--- src/rtl/wdt_pwr_regs.svh ---
// register offsets, field positions, reset values and timing counts for the supervisor
`ifndef WDT_PWR_REGS_SVH
`define WDT_PWR_REGS_SVH

// ***************************************
// register offsets
// ***************************************
`define OFS_POWER_CONTROL 8'h87
`define OFS_WATCHDOG_CONTROL 8'h8F
`define OFS_IRQ_STATUS 8'h90
`define OFS_IRQ_MASK 8'h91
`define OFS_RESET_CAUSE 8'h92

// ***************************************
// power_control fields
// ***************************************
`define PC_IDLE 0
`define PC_POWER_DOWN 1
`define PC_USER_FLAG_0 2
`define PC_USER_FLAG_1 3
`define PC_POWER_ON 4

// ***************************************
// watchdog_control fields
// ***************************************
`define WC_ENABLE 7
`define WC_CLEAR 6
`define WC_RUN_IDLE 5
`define WC_PS_HI 2
`define WC_PS_LO 0
`define WC_RESET 8'h00

// ***************************************
// interrupt status fields
// ***************************************
`define IRQ_WD_TIMEOUT 0
`define IRQ_EXT_RESET 1
`define IRQ_WAKE 2
`define IRQ_BITS 3

// ***************************************
// timing
// ***************************************
`define OSC_PER_MACHINE 12
`define MACHINE_STATE_SAMPLE 9
`define RESET_HOLD_MACHINES 2
`define WD_COUNT_BITS 14
`define SYS_RESET_CYCLES 4

`endif

--- src/rtl/wdt_pwr_pkg.sv ---
// types shared by the supervisor block
package wdt_pwr_pkg;
   typedef enum logic [1:0] {
      pm_run,
      pm_idle,
      pm_power_down
   } pm_state_e;
   typedef logic [7:0] byte_t;
endpackage

--- src/rtl/wdt_pwr_ctrl.sv ---
// watchdog, power management and reset supervisor
// Operation
// - watchdog counts only while the enable bit is set; disabled means no time-out
// - writing clear bit zeroes counter, prescaler and the bit on the next machine cycle
// - run-in-idle bit keeps the watchdog counting in idle; cleared it stops it
// - prescale select 000..111 gives 2,8,4,16,32,64,128,256 as mapped
// - time-out equals oscillator period times 12 times 2^14 times prescaler
// - enabled watchdog time-out causes a full system reset
// - any reset disables the watchdog and clears counter and prescaler
// - idle bit stops the core clock; peripherals and interrupts keep running
// - idle is left on any enabled interrupt or on reset
// - power-down stops all clocks; only a reset leaves it, never an interrupt
// - power-on flag set on power-on, cleared only by software, kept across resets
// - two user flags are plain read/write storage
// - reset pin sampled once per machine cycle; needs two consecutive high samples
// - short glitches on the reset pin do not reset the device
// - on reset power_control clears except the power-on flag; other registers clear (irq status, irq mask and reset cause clear on rst_in only)
// - oscillator is divided by two before internal use
//
// The implementer's own choice: strobed register access.
`timescale 1ns/10ps
`include "wdt_pwr_regs.svh"

module wdt_pwr_ctrl
   import wdt_pwr_pkg::*;
(
   // clock and power-on reset
   input wire logic mclk_in,
   input wire logic rst_in,
   // register port
   input wire logic [7:0] addr_in,
   input wire logic [7:0] wdata_in,
   input wire logic wr_in,
   input wire logic rd_in,
   output logic [7:0] rdata_out,
   // system
   input wire logic ext_reset_in,
   input wire logic irq_pending_in,
   output logic sys_reset_out,
   output logic core_clk_en_out,
   output logic periph_clk_en_out,
   output logic half_clk_en_out,
   output logic machine_tick_out,
   output logic irq_out
);

   // ***************************************
   // helpers
   // ***************************************
   // prescaler ratio as log2; codes 001 and 010 are swapped in the encoding
   function automatic logic [3:0] ps_log2(input logic [2:0] sel);
      case (sel)
         3'h0: ps_log2 = 4'h1;
         3'h2: ps_log2 = 4'h2;
         3'h1: ps_log2 = 4'h3;
         3'h3: ps_log2 = 4'h4;
         3'h4: ps_log2 = 4'h5;
         3'h5: ps_log2 = 4'h6;
         3'h6: ps_log2 = 4'h7;
         default: ps_log2 = 4'h8;
      endcase
   endfunction

   function automatic logic hit(input logic [7:0] a, input logic [7:0] ofs);
      hit = (a == ofs);
   endfunction

   // ***************************************
   // clocking: half rate and machine cycle
   // ***************************************
   logic half_r;
   logic [3:0] osc_cnt_r;
   logic machine_tick;
   logic sample_tick;
   logic pd_stopped;

   assign machine_tick = (osc_cnt_r == 4'(`OSC_PER_MACHINE - 1)) && !pd_stopped;
   assign sample_tick = (osc_cnt_r == 4'(`MACHINE_STATE_SAMPLE)) && !pd_stopped;

   always_ff @(posedge mclk_in) begin
      if (rst_in) begin
         half_r <= 1'b0;
         osc_cnt_r <= 4'h0;
      end else if (!pd_stopped) begin
         half_r <= ~half_r;
         if (osc_cnt_r == 4'(`OSC_PER_MACHINE - 1)) begin
            osc_cnt_r <= 4'h0;
         end else begin
            osc_cnt_r <= osc_cnt_r + 4'h1;
         end
      end
   end

   // ***************************************
   // external reset filter
   // ***************************************
   // a pin high on one sample only is taken as a glitch
   logic [1:0] rst_hist_r;
   logic ext_reset_hit;

   assign ext_reset_hit = sample_tick && ext_reset_in && (rst_hist_r[0] == 1'b1);

   always_ff @(posedge mclk_in) begin
      if (rst_in) begin
         rst_hist_r <= 2'h0;
      end else if (sample_tick) begin
         rst_hist_r <= {rst_hist_r[0], ext_reset_in};
      end
   end

   // ***************************************
   // system reset pulse
   // ***************************************
   logic wd_timeout;
   logic [2:0] sysrst_cnt_r;
   logic sys_reset_r;
   logic soft_reset;

   // the pulse outlives its cause so every register on soft_reset sees at least one reset edge
   assign soft_reset = sys_reset_r;

   always_ff @(posedge mclk_in) begin
      if (rst_in) begin
         sysrst_cnt_r <= 3'h0;
         sys_reset_r <= 1'b1;
      end else if (wd_timeout || ext_reset_hit) begin
         sysrst_cnt_r <= 3'(`SYS_RESET_CYCLES);
         sys_reset_r <= 1'b1;
      end else if (sysrst_cnt_r != 3'h0) begin
         sysrst_cnt_r <= sysrst_cnt_r - 3'h1;
         sys_reset_r <= 1'b1;
      end else begin
         sys_reset_r <= 1'b0;
      end
   end

   // ***************************************
   // watchdog_control register
   // ***************************************
   logic wd_en_r;
   logic wd_clear_r;
   logic wd_idle_run_r;
   logic [2:0] wd_ps_r;
   logic wr_wdc;

   assign wr_wdc = wr_in && hit(addr_in, `OFS_WATCHDOG_CONTROL);

   always_ff @(posedge mclk_in) begin
      if (rst_in || soft_reset) begin
         wd_en_r <= 1'b0;
         wd_idle_run_r <= 1'b0;
         wd_ps_r <= 3'h0;
      end else if (wr_wdc) begin
         wd_en_r <= wdata_in[`WC_ENABLE];
         wd_idle_run_r <= wdata_in[`WC_RUN_IDLE];
         wd_ps_r <= wdata_in[`WC_PS_HI:`WC_PS_LO];
      end
   end

   // clear bit holds until the next machine cycle boundary, then self-clears
   always_ff @(posedge mclk_in) begin
      if (rst_in || soft_reset) begin
         wd_clear_r <= 1'b0;
      end else if (wr_wdc && wdata_in[`WC_CLEAR]) begin
         wd_clear_r <= 1'b1;
      end else if (machine_tick) begin
         wd_clear_r <= 1'b0;
      end
   end

   // ***************************************
   // power_control register and mode
   // ***************************************
   logic idle_r;
   logic pd_r;
   logic uf0_r;
   logic uf1_r;
   logic pof_r;
   pm_state_e pm_r;
   logic wr_pc;

   assign wr_pc = wr_in && hit(addr_in, `OFS_POWER_CONTROL);
   // power-down freezes the dividers as well, so the pin sampler is dead there too
   assign pd_stopped = (pm_r == pm_power_down);

   always_ff @(posedge mclk_in) begin
      if (rst_in) begin
         pof_r <= 1'b1;
      end else if (wr_pc && !wdata_in[`PC_POWER_ON]) begin
         pof_r <= 1'b0;
      end
   end

   always_ff @(posedge mclk_in) begin
      if (rst_in || soft_reset) begin
         uf0_r <= 1'b0;
         uf1_r <= 1'b0;
      end else if (wr_pc) begin
         uf0_r <= wdata_in[`PC_USER_FLAG_0];
         uf1_r <= wdata_in[`PC_USER_FLAG_1];
      end
   end

   always_ff @(posedge mclk_in) begin
      if (rst_in || soft_reset) begin
         pm_r <= pm_run;
         idle_r <= 1'b0;
         pd_r <= 1'b0;
      end else begin
         case (pm_r)
            pm_run: begin
               if (wr_pc && wdata_in[`PC_POWER_DOWN]) begin
                  pm_r <= pm_power_down;
                  pd_r <= 1'b1;
               end else if (wr_pc && wdata_in[`PC_IDLE]) begin
                  pm_r <= pm_idle;
                  idle_r <= 1'b1;
               end
            end
            pm_idle: begin
               if (irq_pending_in) begin
                  pm_r <= pm_run;
                  idle_r <= 1'b0;
               end
            end
            default: begin
               pm_r <= pm_power_down;
            end
         endcase
      end
   end

   // ***************************************
   // watchdog counter
   // ***************************************
   logic [7:0] pre_r;
   logic [13:0] wd_cnt_r;
   logic pre_done;
   logic wd_run;

   // idle only stops the count; a pending clear still lands on the next tick
   assign wd_run = wd_en_r && !pd_stopped && (pm_r != pm_idle || wd_idle_run_r);
   assign pre_done = (pre_r == 8'((9'h001 << ps_log2(wd_ps_r)) - 9'h001));
   assign wd_timeout = wd_run && machine_tick && pre_done && (wd_cnt_r == 14'h3FFF);

   always_ff @(posedge mclk_in) begin
      if (rst_in || soft_reset || (wd_clear_r && machine_tick)) begin
         pre_r <= 8'h00;
         wd_cnt_r <= 14'h0000;
      end else if (wd_run && machine_tick) begin
         if (pre_done) begin
            pre_r <= 8'h00;
            wd_cnt_r <= wd_cnt_r + 14'h0001;
         end else begin
            pre_r <= pre_r + 8'h01;
         end
      end
   end

   // ***************************************
   // interrupts: sticky status, mask
   // ***************************************
   logic [`IRQ_BITS-1:0] irq_stat_r;
   logic [`IRQ_BITS-1:0] irq_mask_r;
   logic [`IRQ_BITS-1:0] irq_set;
   logic [`IRQ_BITS-1:0] irq_clr;

   assign irq_set = {(pm_r == pm_idle) && irq_pending_in, ext_reset_hit, wd_timeout};
   assign irq_clr = (wr_in && hit(addr_in, `OFS_IRQ_STATUS)) ? wdata_in[`IRQ_BITS-1:0] : '0;

   // status survives system reset so software can see what caused it
   always_ff @(posedge mclk_in) begin
      if (rst_in) begin
         irq_stat_r <= '0;
      end else begin
         irq_stat_r <= (irq_stat_r & ~irq_clr) | irq_set;
      end
   end

   always_ff @(posedge mclk_in) begin
      if (rst_in) begin
         irq_mask_r <= '0;
      end else if (wr_in && hit(addr_in, `OFS_IRQ_MASK)) begin
         irq_mask_r <= wdata_in[`IRQ_BITS-1:0];
      end
   end

   // ***************************************
   // read port and outputs
   // ***************************************
   byte_t rd_val;

   always_comb begin
      rd_val = 8'h00;
      if (hit(addr_in, `OFS_POWER_CONTROL)) begin
         rd_val = {3'h0, pof_r, uf1_r, uf0_r, pd_r, idle_r};
      end else if (hit(addr_in, `OFS_WATCHDOG_CONTROL)) begin
         rd_val = {wd_en_r, wd_clear_r, wd_idle_run_r, 2'h0, wd_ps_r};
      end else if (hit(addr_in, `OFS_IRQ_STATUS)) begin
         rd_val = {5'h00, irq_stat_r};
      end else if (hit(addr_in, `OFS_IRQ_MASK)) begin
         rd_val = {5'h00, irq_mask_r};
      end else if (hit(addr_in, `OFS_RESET_CAUSE)) begin
         rd_val = {6'h00, rst_hist_r};
      end
   end

   // zero outside the answer cycle, so a late sample never reads stale data
   always_ff @(posedge mclk_in) begin
      if (rst_in) begin
         rdata_out <= 8'h00;
      end else if (rd_in) begin
         rdata_out <= rd_val;
      end else begin
         rdata_out <= 8'h00;
      end
   end

   always_ff @(posedge mclk_in) begin
      if (rst_in) begin
         sys_reset_out <= 1'b1;
         core_clk_en_out <= 1'b0;
         periph_clk_en_out <= 1'b0;
         half_clk_en_out <= 1'b0;
         machine_tick_out <= 1'b0;
         irq_out <= 1'b0;
      end else begin
         sys_reset_out <= sys_reset_r || wd_timeout || ext_reset_hit;
         core_clk_en_out <= (pm_r == pm_run) && half_r;
         periph_clk_en_out <= !pd_stopped && half_r;
         half_clk_en_out <= half_r && !pd_stopped;
         machine_tick_out <= machine_tick;
         irq_out <= |((irq_stat_r | irq_set) & irq_mask_r);
      end
   end

   // ***************************************
   // checks
   // ***************************************
   a_wd_disabled_quiet: assert property (@(posedge mclk_in) disable iff (rst_in)
      !wd_en_r |-> !wd_timeout) else $error("time-out while disabled");
   a_clear_self_clears: assert property (@(posedge mclk_in) disable iff (rst_in)
      wd_clear_r && machine_tick && !wr_wdc |=> !wd_clear_r && wd_cnt_r == 14'h0000)
      else $error("clear bit did not clear");
   a_idle_stops_wd: assert property (@(posedge mclk_in) disable iff (rst_in)
      pm_r == pm_idle && !wd_idle_run_r && !wd_clear_r && !soft_reset |=> $stable(wd_cnt_r))
      else $error("watchdog ran in idle");
   a_ps_ratio_two: assert property (@(posedge mclk_in) disable iff (rst_in)
      wd_ps_r == 3'h0 && pre_r == 8'h01 |-> pre_done) else $error("ratio 2 wrong");
   a_timeout_resets: assert property (@(posedge mclk_in) disable iff (rst_in)
      wd_timeout |=> sys_reset_out ##1 sys_reset_r) else $error("no reset");
   a_reset_disables: assert property (@(posedge mclk_in) disable iff (rst_in)
      soft_reset |=> !wd_en_r && pre_r == 8'h00) else $error("wd alive in reset");
   a_idle_core_off: assert property (@(posedge mclk_in) disable iff (rst_in)
      pm_r == pm_idle |=> !core_clk_en_out) else $error("core clocked in idle");
   a_pd_no_wake: assert property (@(posedge mclk_in) disable iff (rst_in)
      pm_r == pm_power_down && !soft_reset |=> pm_r == pm_power_down)
      else $error("left power-down");
   a_pof_kept: assert property (@(posedge mclk_in) disable iff (rst_in)
      !wr_pc |=> $stable(pof_r)) else $error("power-on flag moved");
   a_reset_two_samples: assert property (@(posedge mclk_in) disable iff (rst_in)
      ext_reset_hit |-> $past(ext_reset_in, 12)) else $error("single sample reset");
   a_idle_wake: assert property (@(posedge mclk_in) disable iff (rst_in)
      pm_r == pm_idle && irq_pending_in && !soft_reset |=> pm_r == pm_run)
      else $error("no wake");
   a_pd_clocks_off: assert property (@(posedge mclk_in) disable iff (rst_in)
      pd_stopped |=> !periph_clk_en_out && !core_clk_en_out) else $error("clock in power-down");
   a_cnt_step: assert property (@(posedge mclk_in) disable iff (rst_in)
      wd_run && machine_tick && pre_done && !wd_clear_r && !soft_reset
      |=> wd_cnt_r == $past(wd_cnt_r) + 14'h0001) else $error("count step wrong");
   a_irq_level: assert property (@(posedge mclk_in) disable iff (rst_in)
      |(irq_stat_r & irq_mask_r) |=> irq_out) else $error("irq not raised");

endmodule

--- config.mk ---
export PLATFORM = sky130hd
export DESIGN_NAME = wdt_pwr_ctrl
export DESIGN_NICKNAME = d
export VERILOG_FILES = /design/src/rtl/wdt_pwr_pkg.sv /design/src/rtl/wdt_pwr_ctrl.sv
export VERILOG_INCLUDE_DIRS = /design/src /design/src/rtl
export SDC_FILE = /design/constraint.sdc
export NUM_CORES = 1
export LEC_CHECK = 0
export CORE_MARGIN = 2
export CORE_UTILIZATION = 57
export CTS_CLUSTER_DIAMETER = 150
export DETAILED_ROUTE_END_ITERATION = 8
export DONT_BUFFER_PORTS = 1
export PLACE_DENSITY = 0.75
export SYNTH_ARGS = -nofsm -noshare
export SYNTH_HDL_FRONTEND = slang
export SYNTH_SLANG_ARGS = --single-unit
export TNS_END_PERCENT = 5
--- constraint.sdc ---
create_clock -name mclk_in -period 2.65 [get_ports mclk_in]
set_clock_uncertainty 0.05 [all_clocks]
set_input_delay 0.53 -clock mclk_in [delete_from_list [all_inputs] [get_ports mclk_in]]
set_output_delay 0.53 -clock mclk_in [all_outputs]
set_load 0.02 [all_outputs]
-- After elaboration in Yosys (flattened, before gate mapping)
Index checks and enable logic that the tools add are counted.
- eq/ne operators: 22
- shift-type cells: 1
- $add $sub $neg: 5
- bitwise gates (word level): 7
- reductions and logical operators: 43
- multiplexer cells: 22
- operators by type and width (kind ; count):
    == test 8 bit (second input constant) ; 5
    one-hot mux 4 bit (7 select lines) ; 1
    logical AND 1 bit ; 21
    two-way mux 8 bit ; 2
    two-way mux 3 bit ; 5
    adder 14 x 1 -> 14 bit (second input constant) ; 1
    == test 14 bit (second input constant) ; 1
    == test 3 bit (second input constant) ; 3
    adder 8 x 1 -> 8 bit (second input constant) ; 1
    == test 4 bit (second input constant) ; 2
    == test 8 bit ; 1
    two-way mux 2 bit ; 4
    left shift 1 x 4 -> 8 bit (first input constant) ; 1
    subtractor 8 x 1 -> 8 bit (second input constant) ; 1
    bitwise AND 3 bit ; 2
    == test 3 x 2 -> 1 bit (second input constant) ; 2
    logical OR 1 bit ; 6
    two-way mux 1 bit ; 6
    inequality test 2 bit (second input constant) ; 3
    OR 3 bit ; 2
    AND reduction 2 bit ; 3
    nonzero test 2 bit ; 3
    OR reduction 3 bit ; 2
    two-way mux 5 bit ; 1
    18 further kinds ; 21
- logic and storage cells: 127
- input bits: 22
- register bits: 65

-- Logic depth before layout (Yosys ltp)
Gate-level depths: netlist (run 1).
- depth in word-level cells: 10
- mapped depth: 10
- depth with buffers taken out: 7

-- Worst setup path before layout (run 1)
Ideal clock, no wire load.
- path type: flip-flop to flip-flop
- from: reg wd_ps_r[1]
- to: reg sysrst_cnt_r[0]
- period minus slack after synthesis: 2.677 ns
- setup slack: -0.027 ns
- data arrival time: 2.493 ns
- stages on the path, launching flop included: 10
- buffers on the path: 2
- data required time: 2.467 ns
- library setup time: 0.133 ns
- path through: dfxtp_1 > buf_2 > or3_1 > ha_1 > xor2_1 > nand2_1 > or4_1 > buf_2 > or4_4 > nor4bb_1
- longest elaborated chain between the ends: 9
- elaborated cells between the ends (all ways): 15
- those cells by class: add/sub (1); eq/ne (7); shift (1); mux (1); reduce/logical (5)
- RTL lines (what ; RTL line ; source):
    from (decl) ; wdt_pwr_ctrl.sv:143 ; logic [2:0] wd_ps_r;
    from (signal assigned) ; wdt_pwr_ctrl.sv:156 ; wd_ps_r <= wdata_in[`WC_PS_HI:`WC_PS_LO];
    == test 3 bit (tied with other cells) ; wdt_pwr_ctrl.sv:52 ; case (sel)
    one-hot mux 4 bit (7 select lines) (*) ; wdt_pwr_ctrl.sv:52 ;
    left shift 1 x 4 -> 8 bit (*) ; wdt_pwr_ctrl.sv:243 ; assign pre_done = (pre_r == 8'((9'h001 << ps_log2(wd_ps_r)) - 9'h001));
    subtractor 8 x 1 -> 8 bit (*) ; wdt_pwr_ctrl.sv:243 ;
    == test 8 bit (*) ; wdt_pwr_ctrl.sv:243 ;
    logical AND 1 bit (*) (2 in series) ; wdt_pwr_ctrl.sv:244 ; assign wd_timeout = wd_run && machine_tick && pre_done && (wd_cnt_r == 14'h3FFF);
    logical OR 1 bit (*) ; wdt_pwr_ctrl.sv:126 ; end else if (wd_timeout || ext_reset_hit) begin
    OR reduction 2 bit (no source line) (*) ; - ;
    to (signal assigned) ; wdt_pwr_ctrl.sv:127 ; sysrst_cnt_r <= 3'(`SYS_RESET_CYCLES);
    to (signal assigned) ; wdt_pwr_ctrl.sv:130 ; sysrst_cnt_r <= sysrst_cnt_r - 3'h1;
    to (decl) ; wdt_pwr_ctrl.sv:115 ; logic [2:0] sysrst_cnt_r;
Mark *: on every way between the ends. The rest lies on a longest branch, timed or not.
A chain may end at the register's enable or synchronous reset.

-- Worst setup path after layout (run 1)
- from: reg wd_ps_r[0]
- to: reg wd_cnt_r[11]
- longest elaborated chain between the ends: 6
- elaborated cells between the ends (all ways): 12
- those cells by class: add/sub (1); eq/ne (7); shift (1); mux (1); reduce/logical (2)
- RTL lines (what ; RTL line ; source):
    == test 3 bit (tied with other cells) ; wdt_pwr_ctrl.sv:52 ;
    one-hot mux 4 bit (7 select lines) (*) ; wdt_pwr_ctrl.sv:52 ;
    left shift 1 x 4 -> 8 bit (*) ; wdt_pwr_ctrl.sv:243 ;
    subtractor 8 x 1 -> 8 bit (*) ; wdt_pwr_ctrl.sv:243 ;
    == test 8 bit (*) ; wdt_pwr_ctrl.sv:243 ;
    AND reduction 2 bit (no source line) (*) ; - ;
    to (signal assigned) ; wdt_pwr_ctrl.sv:253 ; wd_cnt_r <= wd_cnt_r + 14'h0001;
    to (decl) ; wdt_pwr_ctrl.sv:237 ; logic [13:0] wd_cnt_r;
Marked as above.

==> impl_metrics.json, run 1 <==
{
  "slowest_stage": "or4_4",
  "cts_setup_buffers": 0,
  "die_h_microns": 77.9,
  "async_flop_share_pct": 0,
  "die_area_sq_um": 6070,
  "antenna_found_initial": 0,
  "switching_share_pct": 25.5,
  "place_area_sq_um": 3230,
  "cts_tree": "done",
  "clockPowerShare_pct": 41.2,
  "io_pins": 36,
  "overflow": 0,
  "slew_headroom_pct": 61.2,
  "ir_worst_vdd_uv": 447,
  "synth_edf_count": 0,
  "arrival_ns": 2.79,
  "syn_avg_cell_area_sq_um": 8.60,
  "p_seq_share_pct": 50.6,
  "ys.flop_type": "dfxtp_1",
  "p_per_area_nw_per_um2": 584,
  "area_growth_pct": 11.5,
  "groute.usage.overall_pct": 23.9,
  "cpMostUsedCell": "or4_4",
  "io_buffers": 0,
  "ys_ff_latch": 65,
  "path_cells": "or3_4 -> ha_4 -> xor2_2 -> nand2_1 -> or4_4 -> buf_6 -> or4_4 -> a21oi_2",
  "grt_util_met1_pct": 29.2,
  "maxSlewViolCount": 0,
  "setup_viol": 0,
  "global_route.usage.met2_pct": 39.7,
  "worstReg2RegStart": "wd_ps_r[0]",
  "max_stage_delay_ns": 0.49,
  "cts_max_level": 3,
  "fin_setup_tns_ns": 0,
  "vias_per_cell": 6.00,
  "grt.busiest_layer": "met2",
  "cp-start-kind": "flip-flop",
  "mostFrequentLayoutCells": "dfxtp_1, nand2_1, a21oi_1",
  "final_common_cell": "dfxtp_1",
  "drt-initial-drc-count": 196,
  "min_from": "rst_in",
  "dr_total_vias": 2665,
  "yosysWarnings": 0,
  "cp.required_ns": 2.89,
  "gp_congestion": 0.830,
  "rows": 26,
  "clock_latency_ns": 0.35,
  "ant_nets": 0,
  "use_met3_pct": 5.35,
  "finalWirelength_mm": 6.72,
  "worst_pin_slew_ns": 0.583,
  "hpwl_mm": 4.78,
  "grt_max_degree": 25,
  "cp_max_fo": 18,
  "switching_power_w": 0.000517,
  "numCtsBuffers": 9,
  "ys_types": 55,
  "hold_viol_final": 0,
  "worst-setup-path-type": "flip-flop to flip-flop",
  "p_leak_nw": 1.19,
  "initial_core_util_pct": 59.8,
  "numClockSinks": 65,
  "layout-drive-gt1-share_pct": 14.2,
  "coreArea_sq_um": 5200,
  "fmax_ghz": 0.391,
  "cts.hold.buffers_added": 0,
  "hold_path_class": "input pin to flip-flop",
  "fin_area_sq_um": 3470,
  "drt-wirelength-per-cell_microns": 15.1,
  "status": "finished, final reports clean",
  "path_clk_slew_ns": 0.07,
  "antenna_cells": 0,
  "fin_crit_ns": 2.56,
  "power_frac_comb_pct": 8.2,
  "syn_nets": 392,
  "maxCapViolations": 0,
  "first_pass_iters": 4,
  "cts-root-buf": "clkbuf_8",
  "post-route-period-util_pct": 96.5,
  "fin_nets": 399,
  "netlist_area_sq_um": 3110,
  "seq_area_frac_synth_pct": 41.8,
  "grt_pass1_wl_mm": 11.5,
  "clockBufferDepth": 2,
  "intPower_w": 0.00151,
  "die_x_microns": 77.9,
  "grt_pass1_vias": 2546,
  "drc_errors": 0,
  "crit_start": "wd_ps_r[0]",
  "total_power_w": 0.00203,
  "synthCells": 362,
  "end_kind": "flip-flop"
}
## critical path, delay by kind of cell (launching register included)
kind	cells	cell delay (ns)
AND/OR/NAND/NOR	4	1.38
flip-flops	1	0.31
adder cells (fa/ha/maj)	1	0.28
buffers and inverters	1	0.17
XOR/XNOR	1	0.15
AO/OA/AOI/OAI	1	0.14
## power by group through the flow
stage / clock network [W] / logic [W] / registers (W)
floorplan: 0 / 0.000144 / 0.00105
global placement: 0 / 0.000160 / 0.00105
detailed placement: 0 / 0.000165 / 0.00105
CTS: 0.000845 / 0.000167 / 0.00103
global route: 0.000888 / 0.000189 / 0.00103
finish: 0.000835 / 0.000167 / 0.00103
## per-stage QoR
stage          util [%]  setup WS, ns  hold slack, ns  cells
2_1_floorplan         -         0.359           0.382    362
3_3_place_gp       62.1        0.0887           0.387    428
3_5_place_dp       62.1      -0.00559           0.399    428
4_1_cts            66.0        0.0287           0.183    444
5_1_grt            66.7       -0.0152           0.182    444
6_report           66.7        0.0940           0.188    444
## logic make-up after synthesis
kind of cell | synth area share, %
simple gates | 28.9
flops | 41.8
mux | 4.02
buf+inv | 4.30
xor+xnor | 3.38
fa+ha+maj | 3.21
other cells | 0.120
compound gates | 14.3
## layer usage
metal | up-vias | share of wire (%)
li1 | 1331 | -
met1 | 1274 | 46
met2 | 51 | 49
met3 | 9 | 4.0
met4 | 0 | 1.4
met5 | - | 0
## Yosys cell counts (6+ instances only)
| master | instances | area, sq um |
|---|---|---|
| nor2_1 | 25 | 93.8 |
| nand4_1 | 9 | 56.3 |
| ha_1 | 8 | 100 |
| or4_1 | 10 | 75.1 |
| nand2_1 | 30 | 113 |
| and3_1 | 9 | 56.3 |
| mux2i_1 | 8 | 80.1 |
| o21ai_0 | 9 | 45.0 |
| nand2b_1 | 6 | 37.5 |
| o31ai_1 | 7 | 52.6 |
| nor2b_1 | 7 | 43.8 |
| nor3_1 | 15 | 75.1 |
| xnor2_1 | 9 | 78.8 |
| dfxtp_1 | 65 | 1300 |
| nand3_1 | 20 | 100 |
| clkbuf_1 | 12 | 45.0 |
| a21oi_1 | 29 | 145 |
| inv_1 | 14 | 52.6 |
## flip-flops by register name (all words and copies together) (netlist names), 2 cells and up
register / cells
irq_stat_r: 3
wd_ps_r: 3
rdata_out: 8
pre_r: 8
irq_mask_r: 3
wd_cnt_r: 14
sysrst_cnt_r: 3
osc_cnt_r: 4
pm_r: 2
rst_hist_r: 2
## final timing paths
check,endpoint,slack [ns],depth (start not counted)
min,irq_mask_r[2],0.19,1
max,wd_cnt_r[11],0.09,8
max reg2reg,wd_cnt_r[11],0.09,8
min reg2reg,uf1_r,0.41,2
## timing repair
item	CTS	global route
pin swaps	0	1
setup endpoints to repair	2	8
gates resized for setup	2	6
## cell type report
cell class,instances,area [sq um]
inverter,14,52.6
timing repair buffer,15,116
sequential,65,1300
tap,70,87.6
multi-input combinational,264,1720
clock inverter,7,71.3
clock buffer,9,124
fill,452,1730
Note: power is estimated with default switching activity, not from simulation.
==> run 2: changes to the inputs <==
Settings changed: CORE_UTILIZATION 57 to 63, PLACE_DENSITY 0.75 to 0.79, SETUP_SLACK_MARGIN set to 0.4, TNS_END_PERCENT 5 to 10.
Clock period 2.65 ns to 2.79 ns, I/O delays scaled along.
==> run 2 against run 1 <==
  * Sequential share of layout area decreased by 0.054 points
  * Sequential power fell by 5%
  * Clock-buffer cell count did not move
  * Via count down 0.34%
  * Wire length is 1.3% lower
  * First-iteration DRC count shrank 8.7%
  * Global-route usage rose by 1.9 points
  * Die area fell by 9.0%
  * Largest power group unchanged
  * Power fell by 0.94%
  * Worst hold slack improved by 0.033 ns
  * Critical path depth decreased by 1
  * Register-to-register slack better by 0.15 ns
==> impl_metrics.json, run 2 (synthesis gave the netlist of run 1 again) <==
{
  "slew_headroom_pct": 53.7,
  "cpMostUsedCell": "or4_4",
  "area_growth_pct": 11.7,
  "drc_errors": 0,
  "total_power_w": 0.00201,
  "fin_crit_ns": 2.55,
  "fin_nets": 398,
  "rsz0062_at_grt": "true",
  "reg_top3": "wd_cnt_r (14), pre_r (8), rdata_out (8)",
  "die_h_microns": 74.3,
  "drt-initial-drc-count": 179,
  "largest-register": "wd_cnt_r",
  "antenna_found_initial": 0,
  "die_x_microns": 74.3,
  "numClockSinks": 65,
  "setup_ws_ns": 0.243,
  "vias_per_cell": 6.04,
  "setup_viol": 0,
  "place_ws_ns": 0.163,
  "cp-start-kind": "flip-flop",
  "max_stage_delay_ns": 0.55,
  "status": "finished, final reports clean",
  "maxSlewViolCount": 0,
  "cts.hold.buffers_added": 0,
  "maxCapViolations": 0,
  "clock_latency_ns": 0.35,
  "groute.usage.overall_pct": 25.7,
  "coreArea_sq_um": 4750,
  "grt_max_degree": 25,
  "p_leak_nw": 1.19,
  "initial_core_util_pct": 65.5,
  "post-route-period-util_pct": 91.3,
  "die_area_sq_um": 5520,
  "p_per_area_nw_per_um2": 578,
  "antenna_cells": 0,
  "final_common_cell": "dfxtp_1",
  "finalWirelength_mm": 6.64,
  "rows": 25,
  "clockBufferDepth": 2,
  "numCtsBuffers": 9,
  "overflow": 0,
  "worst-setup-path-type": "flip-flop to flip-flop",
  "end_kind": "flip-flop",
  "grt_pass1_vias": 2422,
  "ir_worst_vdd_uv": 449,
  "slowest_stage": "or4_4",
  "mostFrequentLayoutCells": "dfxtp_1, nand2_1, a21oi_1",
  "hpwl_mm": 4.64,
  "worst_pin_slew_ns": 0.687,
  "path_cells": "or3_4 -> ha_4 -> xor2_2 -> nand2_1 -> or4_4 -> or4_4 -> nor4bb_1",
  "io_pins": 36,
  "fin_setup_tns_ns": 0,
  "arrival_ns": 2.71,
  "layout-drive-gt1-share_pct": 13.1,
  "cts_tree": "done",
  "io_buffers": 0,
  "hold_viol_final": 0,
  "hold_path_class": "input pin to flip-flop",
  "grt_pass1_wl_mm": 10.8,
  "cp.required_ns": 2.95,
  "drt-wirelength-per-cell_microns": 15.1,
  "largest_reg_flops": 14,
  "cts_max_level": 3,
  "first_pass_iters": 4,
  "gp_congestion": 0.813,
  "path_clk_slew_ns": 0.08,
  "dr_total_vias": 2656,
  "cts-root-buf": "clkbuf_8",
  "cp_max_fo": 6,
  "ant_nets": 0,
  "fmax_ghz": 0.393
}
## run 2: cell count changes in the layout (fill, tap and decap cells not counted), sizes merged
cell      before  now
clkinvlp       3    4
clkinv         3    1
bufinv         1    2
buf           15   14
## run 2: worst max-delay path, delay by kind of cell, from the launching register on
family / cells / cell delay (ns)
xor gates and xnor gates: 1 / 0.15
and+or+nand+nor: 5 / 1.63
DFF: 1 / 0.31
adders and majority gates: 1 / 0.28
## run 2: routing by layer
| layer | GRT usage, % | vias up | routed length, microns |
|---|---|---|---|
| li1 | - | 1334 | - |
| met1 | 32.0 | 1250 | 3040 |
| met2 | 41.6 | 59 | 3120 |
| met3 | 7.45 | 13 | 338 |
| met4 | 11.7 | 0 | 143 |
| met5 | 0 | - | 0 |
## run 2: cell type report
class	count	area, sq um
multi-input combinational	264	1710
sequential	65	1300
clock inverter	7	95.1
clock buffer	9	124
timing repair buffer	14	113
inverter	14	52.6
fill	396	1280
tap	67	83.8
## run 2: worst paths after layout
path                   start         endpoint  slack (ns)  depth (start not counted)
setup / recovery  wd_ps_r[0]  sysrst_cnt_r[0]        0.24                          7
hold / removal        rst_in     osc_cnt_r[2]        0.22                          1
setup reg to reg  wd_ps_r[0]  sysrst_cnt_r[0]        0.24                          7
hold reg to reg        uf1_r            uf1_r        0.41                          2
## run 2: repair_timing
action                     in CTS  in global routing
setup buffers                   2                  0
setup endpoints to repair      24                 27
cloned                          0                  0
pin swaps                       2                  1
gates resized for setup         3                  3
## run 2: through the flow
| stage | hold slack, ns | std cells | cell area [sq um] | util [%] |
|---|---|---|---|---|
| detailed placement | 0.397 | 422 | 3210 | 67.4 |
| global placement | 0.389 | 422 | 3210 | 67.4 |
| global route | 0.212 | 440 | 3480 | 73.1 |
| floorplan | 0.382 | 362 | 3120 | - |
| finish | 0.222 | 440 | 3480 | 73.1 |
| CTS | 0.213 | 440 | 3450 | 72.6 |
## run 2: where the power goes
part	internal (W)	leakage, nW	switching, W
Clock	0.000500	0.0975	0.000375
Combinational	0.0000721	0.563	0.0000867
Sequential	0.000954	0.526	0.0000219
Total	0.00153	1.19	0.000483
==> run 3: changes to the inputs <==
Clock period 2.79 ns to 2.5 ns, I/O delays scaled along.
==> run 3 against run 2 <==
  * The flow now finishes with violations (setup timing)
  * Clock-buffer cell count is 1 higher
  * Core utilization increased by 2.7 points
  * Global-route usage down 1.1 points
  * First-iteration DRC count is 31% lower
  * Power up 11%
  * Critical path depth did not move
  * Critical endpoint unchanged
  * Largest power group unchanged
  * Highest routed layer unchanged
==> impl_metrics.json, run 3 (synthesis gave the netlist of run 1 again) <==
{
  "status": "finished with violations",
  "violations": "setup timing",
  "path_buf_inv": 0,
  "ir_worst_vdd_uv": 479,
  "grt_max_degree": 25,
  "mostFrequentLayoutCells": "dfxtp_1, nand2_1, a21oi_1",
  "finalWirelength_mm": 6.57,
  "switching_share_pct": 23.6,
  "maxSlewViolCount": 0,
  "drc_errors": 0,
  "numClockSinks": 65,
  "die_h_microns": 74.3,
  "cpMostUsedCell": "or4_4",
  "hpwl_mm": 4.68,
  "initial_core_util_pct": 65.5,
  "clock_latency_ns": 0.33,
  "die_area_sq_um": 5520,
  "total_power_w": 0.00223,
  "critPathTopFamily": "simple AND/OR/NAND/NOR gates",
  "path_cells": "or3_4 -> ha_4 -> xor2_2 -> nand2_1 -> or4_4 -> or4_4 -> nor4bb_1",
  "intPower_w": 0.00171,
  "p_leak_nw": 1.24,
  "ant_nets": 0,
  "worst_pin_slew_ns": 0.601,
  "first_pass_iters": 4,
  "coreArea_sq_um": 4750,
  "p_per_area_nw_per_um2": 619,
  "layout-drive-gt1-share_pct": 19.1,
  "post-route-period-util_pct": 107,
  "rsz0062_at_grt": "true",
  "fin_nets": 407,
  "antenna_cells": 0,
  "power_frac_comb_pct": 8.1,
  "slew_headroom_pct": 59.6,
  "cp_max_fo": 6,
  "hold_path_class": "input pin to flip-flop",
  "maxCapViolations": 0,
  "path_clk_slew_ns": 0.07,
  "drt-initial-drc-count": 123,
  "reg_top3": "wd_cnt_r (14), pre_r (8), rdata_out (8)",
  "crit_start": "wd_ps_r[2]",
  "arrival_ns": 2.83,
  "io_pins": 36,
  "io_buffers": 0,
  "groute.usage.overall_pct": 24.6,
  "antenna_found_initial": 0,
  "p_seq_share_pct": 48.8,
  "cts_max_level": 3,
  "worstReg2RegStart": "wd_ps_r[2]",
  "grt_pass1_vias": 2337,
  "setup_ws_ns": -0.170,
  "cp.required_ns": 2.66,
  "dr_total_vias": 2665,
  "final_common_cell": "dfxtp_1",
  "slowest_stage": "or4_4",
  "largest-register": "wd_cnt_r",
  "hold_slack_ns": 0.178,
  "rows": 25,
  "setup_viol": 16,
  "gp_congestion": 0.804,
  "fin_crit_ns": 2.67,
  "overflow": 0,
  "worst-setup-path-type": "flip-flop to flip-flop",
  "area_growth_pct": 15.8,
  "clockPowerShare_pct": 43.0,
  "min_from": "rst_in",
  "max_stage_delay_ns": 0.58,
  "cp-start-kind": "flip-flop",
  "grt_pass1_wl_mm": 10.3,
  "die_x_microns": 74.3,
  "switching_power_w": 0.000527,
  "cts_tree": "done",
  "hold_viol_final": 0,
  "largest_reg_flops": 14,
  "vias_per_cell": 5.94,
  "drt-wirelength-per-cell_microns": 14.6,
  "numCtsBuffers": 9,
  "fmax_ghz": 0.374,
  "clockBufferDepth": 2,
  "cts-root-buf": "clkbuf_8",
  "end_kind": "flip-flop"
}
## run 3: changes by cell type in the layout (fill, tap and decap cells not counted), moves of 3 or more
cell,previous run,this run
a21oi_2,0,3
dfxtp_2,0,3
a21oi_1,29,26
dfxtp_1,65,62
buf_4,13,21
or4_4,2,5
clkinvlp_4,4,1
or4_1,9,6
## run 3: power by group through the flow
stage          Sequential (W)  Combinational (W)  Clock [W]
2_1_floorplan         0.00111           0.000156          0
3_3_place_gp          0.00111           0.000173          0
3_5_place_dp          0.00111           0.000178          0
4_1_cts               0.00109           0.000180   0.000964
5_1_grt               0.00109           0.000206    0.00101
6_report              0.00109           0.000182   0.000962
## run 3: repair_timing
| item | 4_1_cts | 5_1_grt |
|---|---|---|
| hold buffers | 0 | 0 |
| pin swaps | 13 | 9 |
| gates resized for setup | 4 | 13 |
| setup endpoints to repair | 28 | 28 |
| setup buffers | 1 | 0 |
| gates cloned | 0 | 0 |
## run 3: cell type report
| cell class | count | area, sq um |
|---|---|---|
| multi-input combinational | 264 | 1780 |
| sequential | 65 | 1310 |
| fill | 357 | 1150 |
| timing repair buffer | 23 | 180 |
| clock buffer | 10 | 128 |
| tap | 67 | 83.8 |
| clock inverter | 6 | 82.6 |
| inverter | 14 | 52.6 |
## run 3: worst reg2reg max path, stage by stage (launching register included)
cell and delay, ns:
dfxtp_2 0.32, or3_4 0.39, ha_4 0.28, xor2_2 0.15
nand2_1 0.07, or4_4 0.58, or4_4 0.55, nor4bb_1 0.15
## run 3: worst paths after layout
kind	depth (start not counted)	endpoint	slack, ns
setup / recovery	7	sysrst_cnt_r[0]	-0.17
hold / removal	1	irq_stat_r[2]	0.18
setup reg to reg	7	sysrst_cnt_r[0]	-0.17
hold reg to reg	2	uf1_r	0.41
## run 3: through the flow
stage	instance area, sq um	utilization (%)	worst slack [ns]	std cells	setup TNS, ns
floorplan	3170	-	0.380	362	0
global placement	3310	69.7	-0.155	432	-1.52
detailed placement	3310	69.7	-0.214	432	-2.14
CTS	3540	74.6	-0.179	449	-1.89
global route	3610	75.9	-0.243	449	-2.98
finish	3610	75.9	-0.170	449	-1.63
## run 3: routing by layer
metal  share of wire (%)  global-route usage, %  up-vias
li1                    -                      -     1346
met2                  48                   38.7       64
met5                   0                      0        -
met3                 5.0                   5.28       10
met4                 1.8                   12.3        0
met1                  46                   32.3     1245
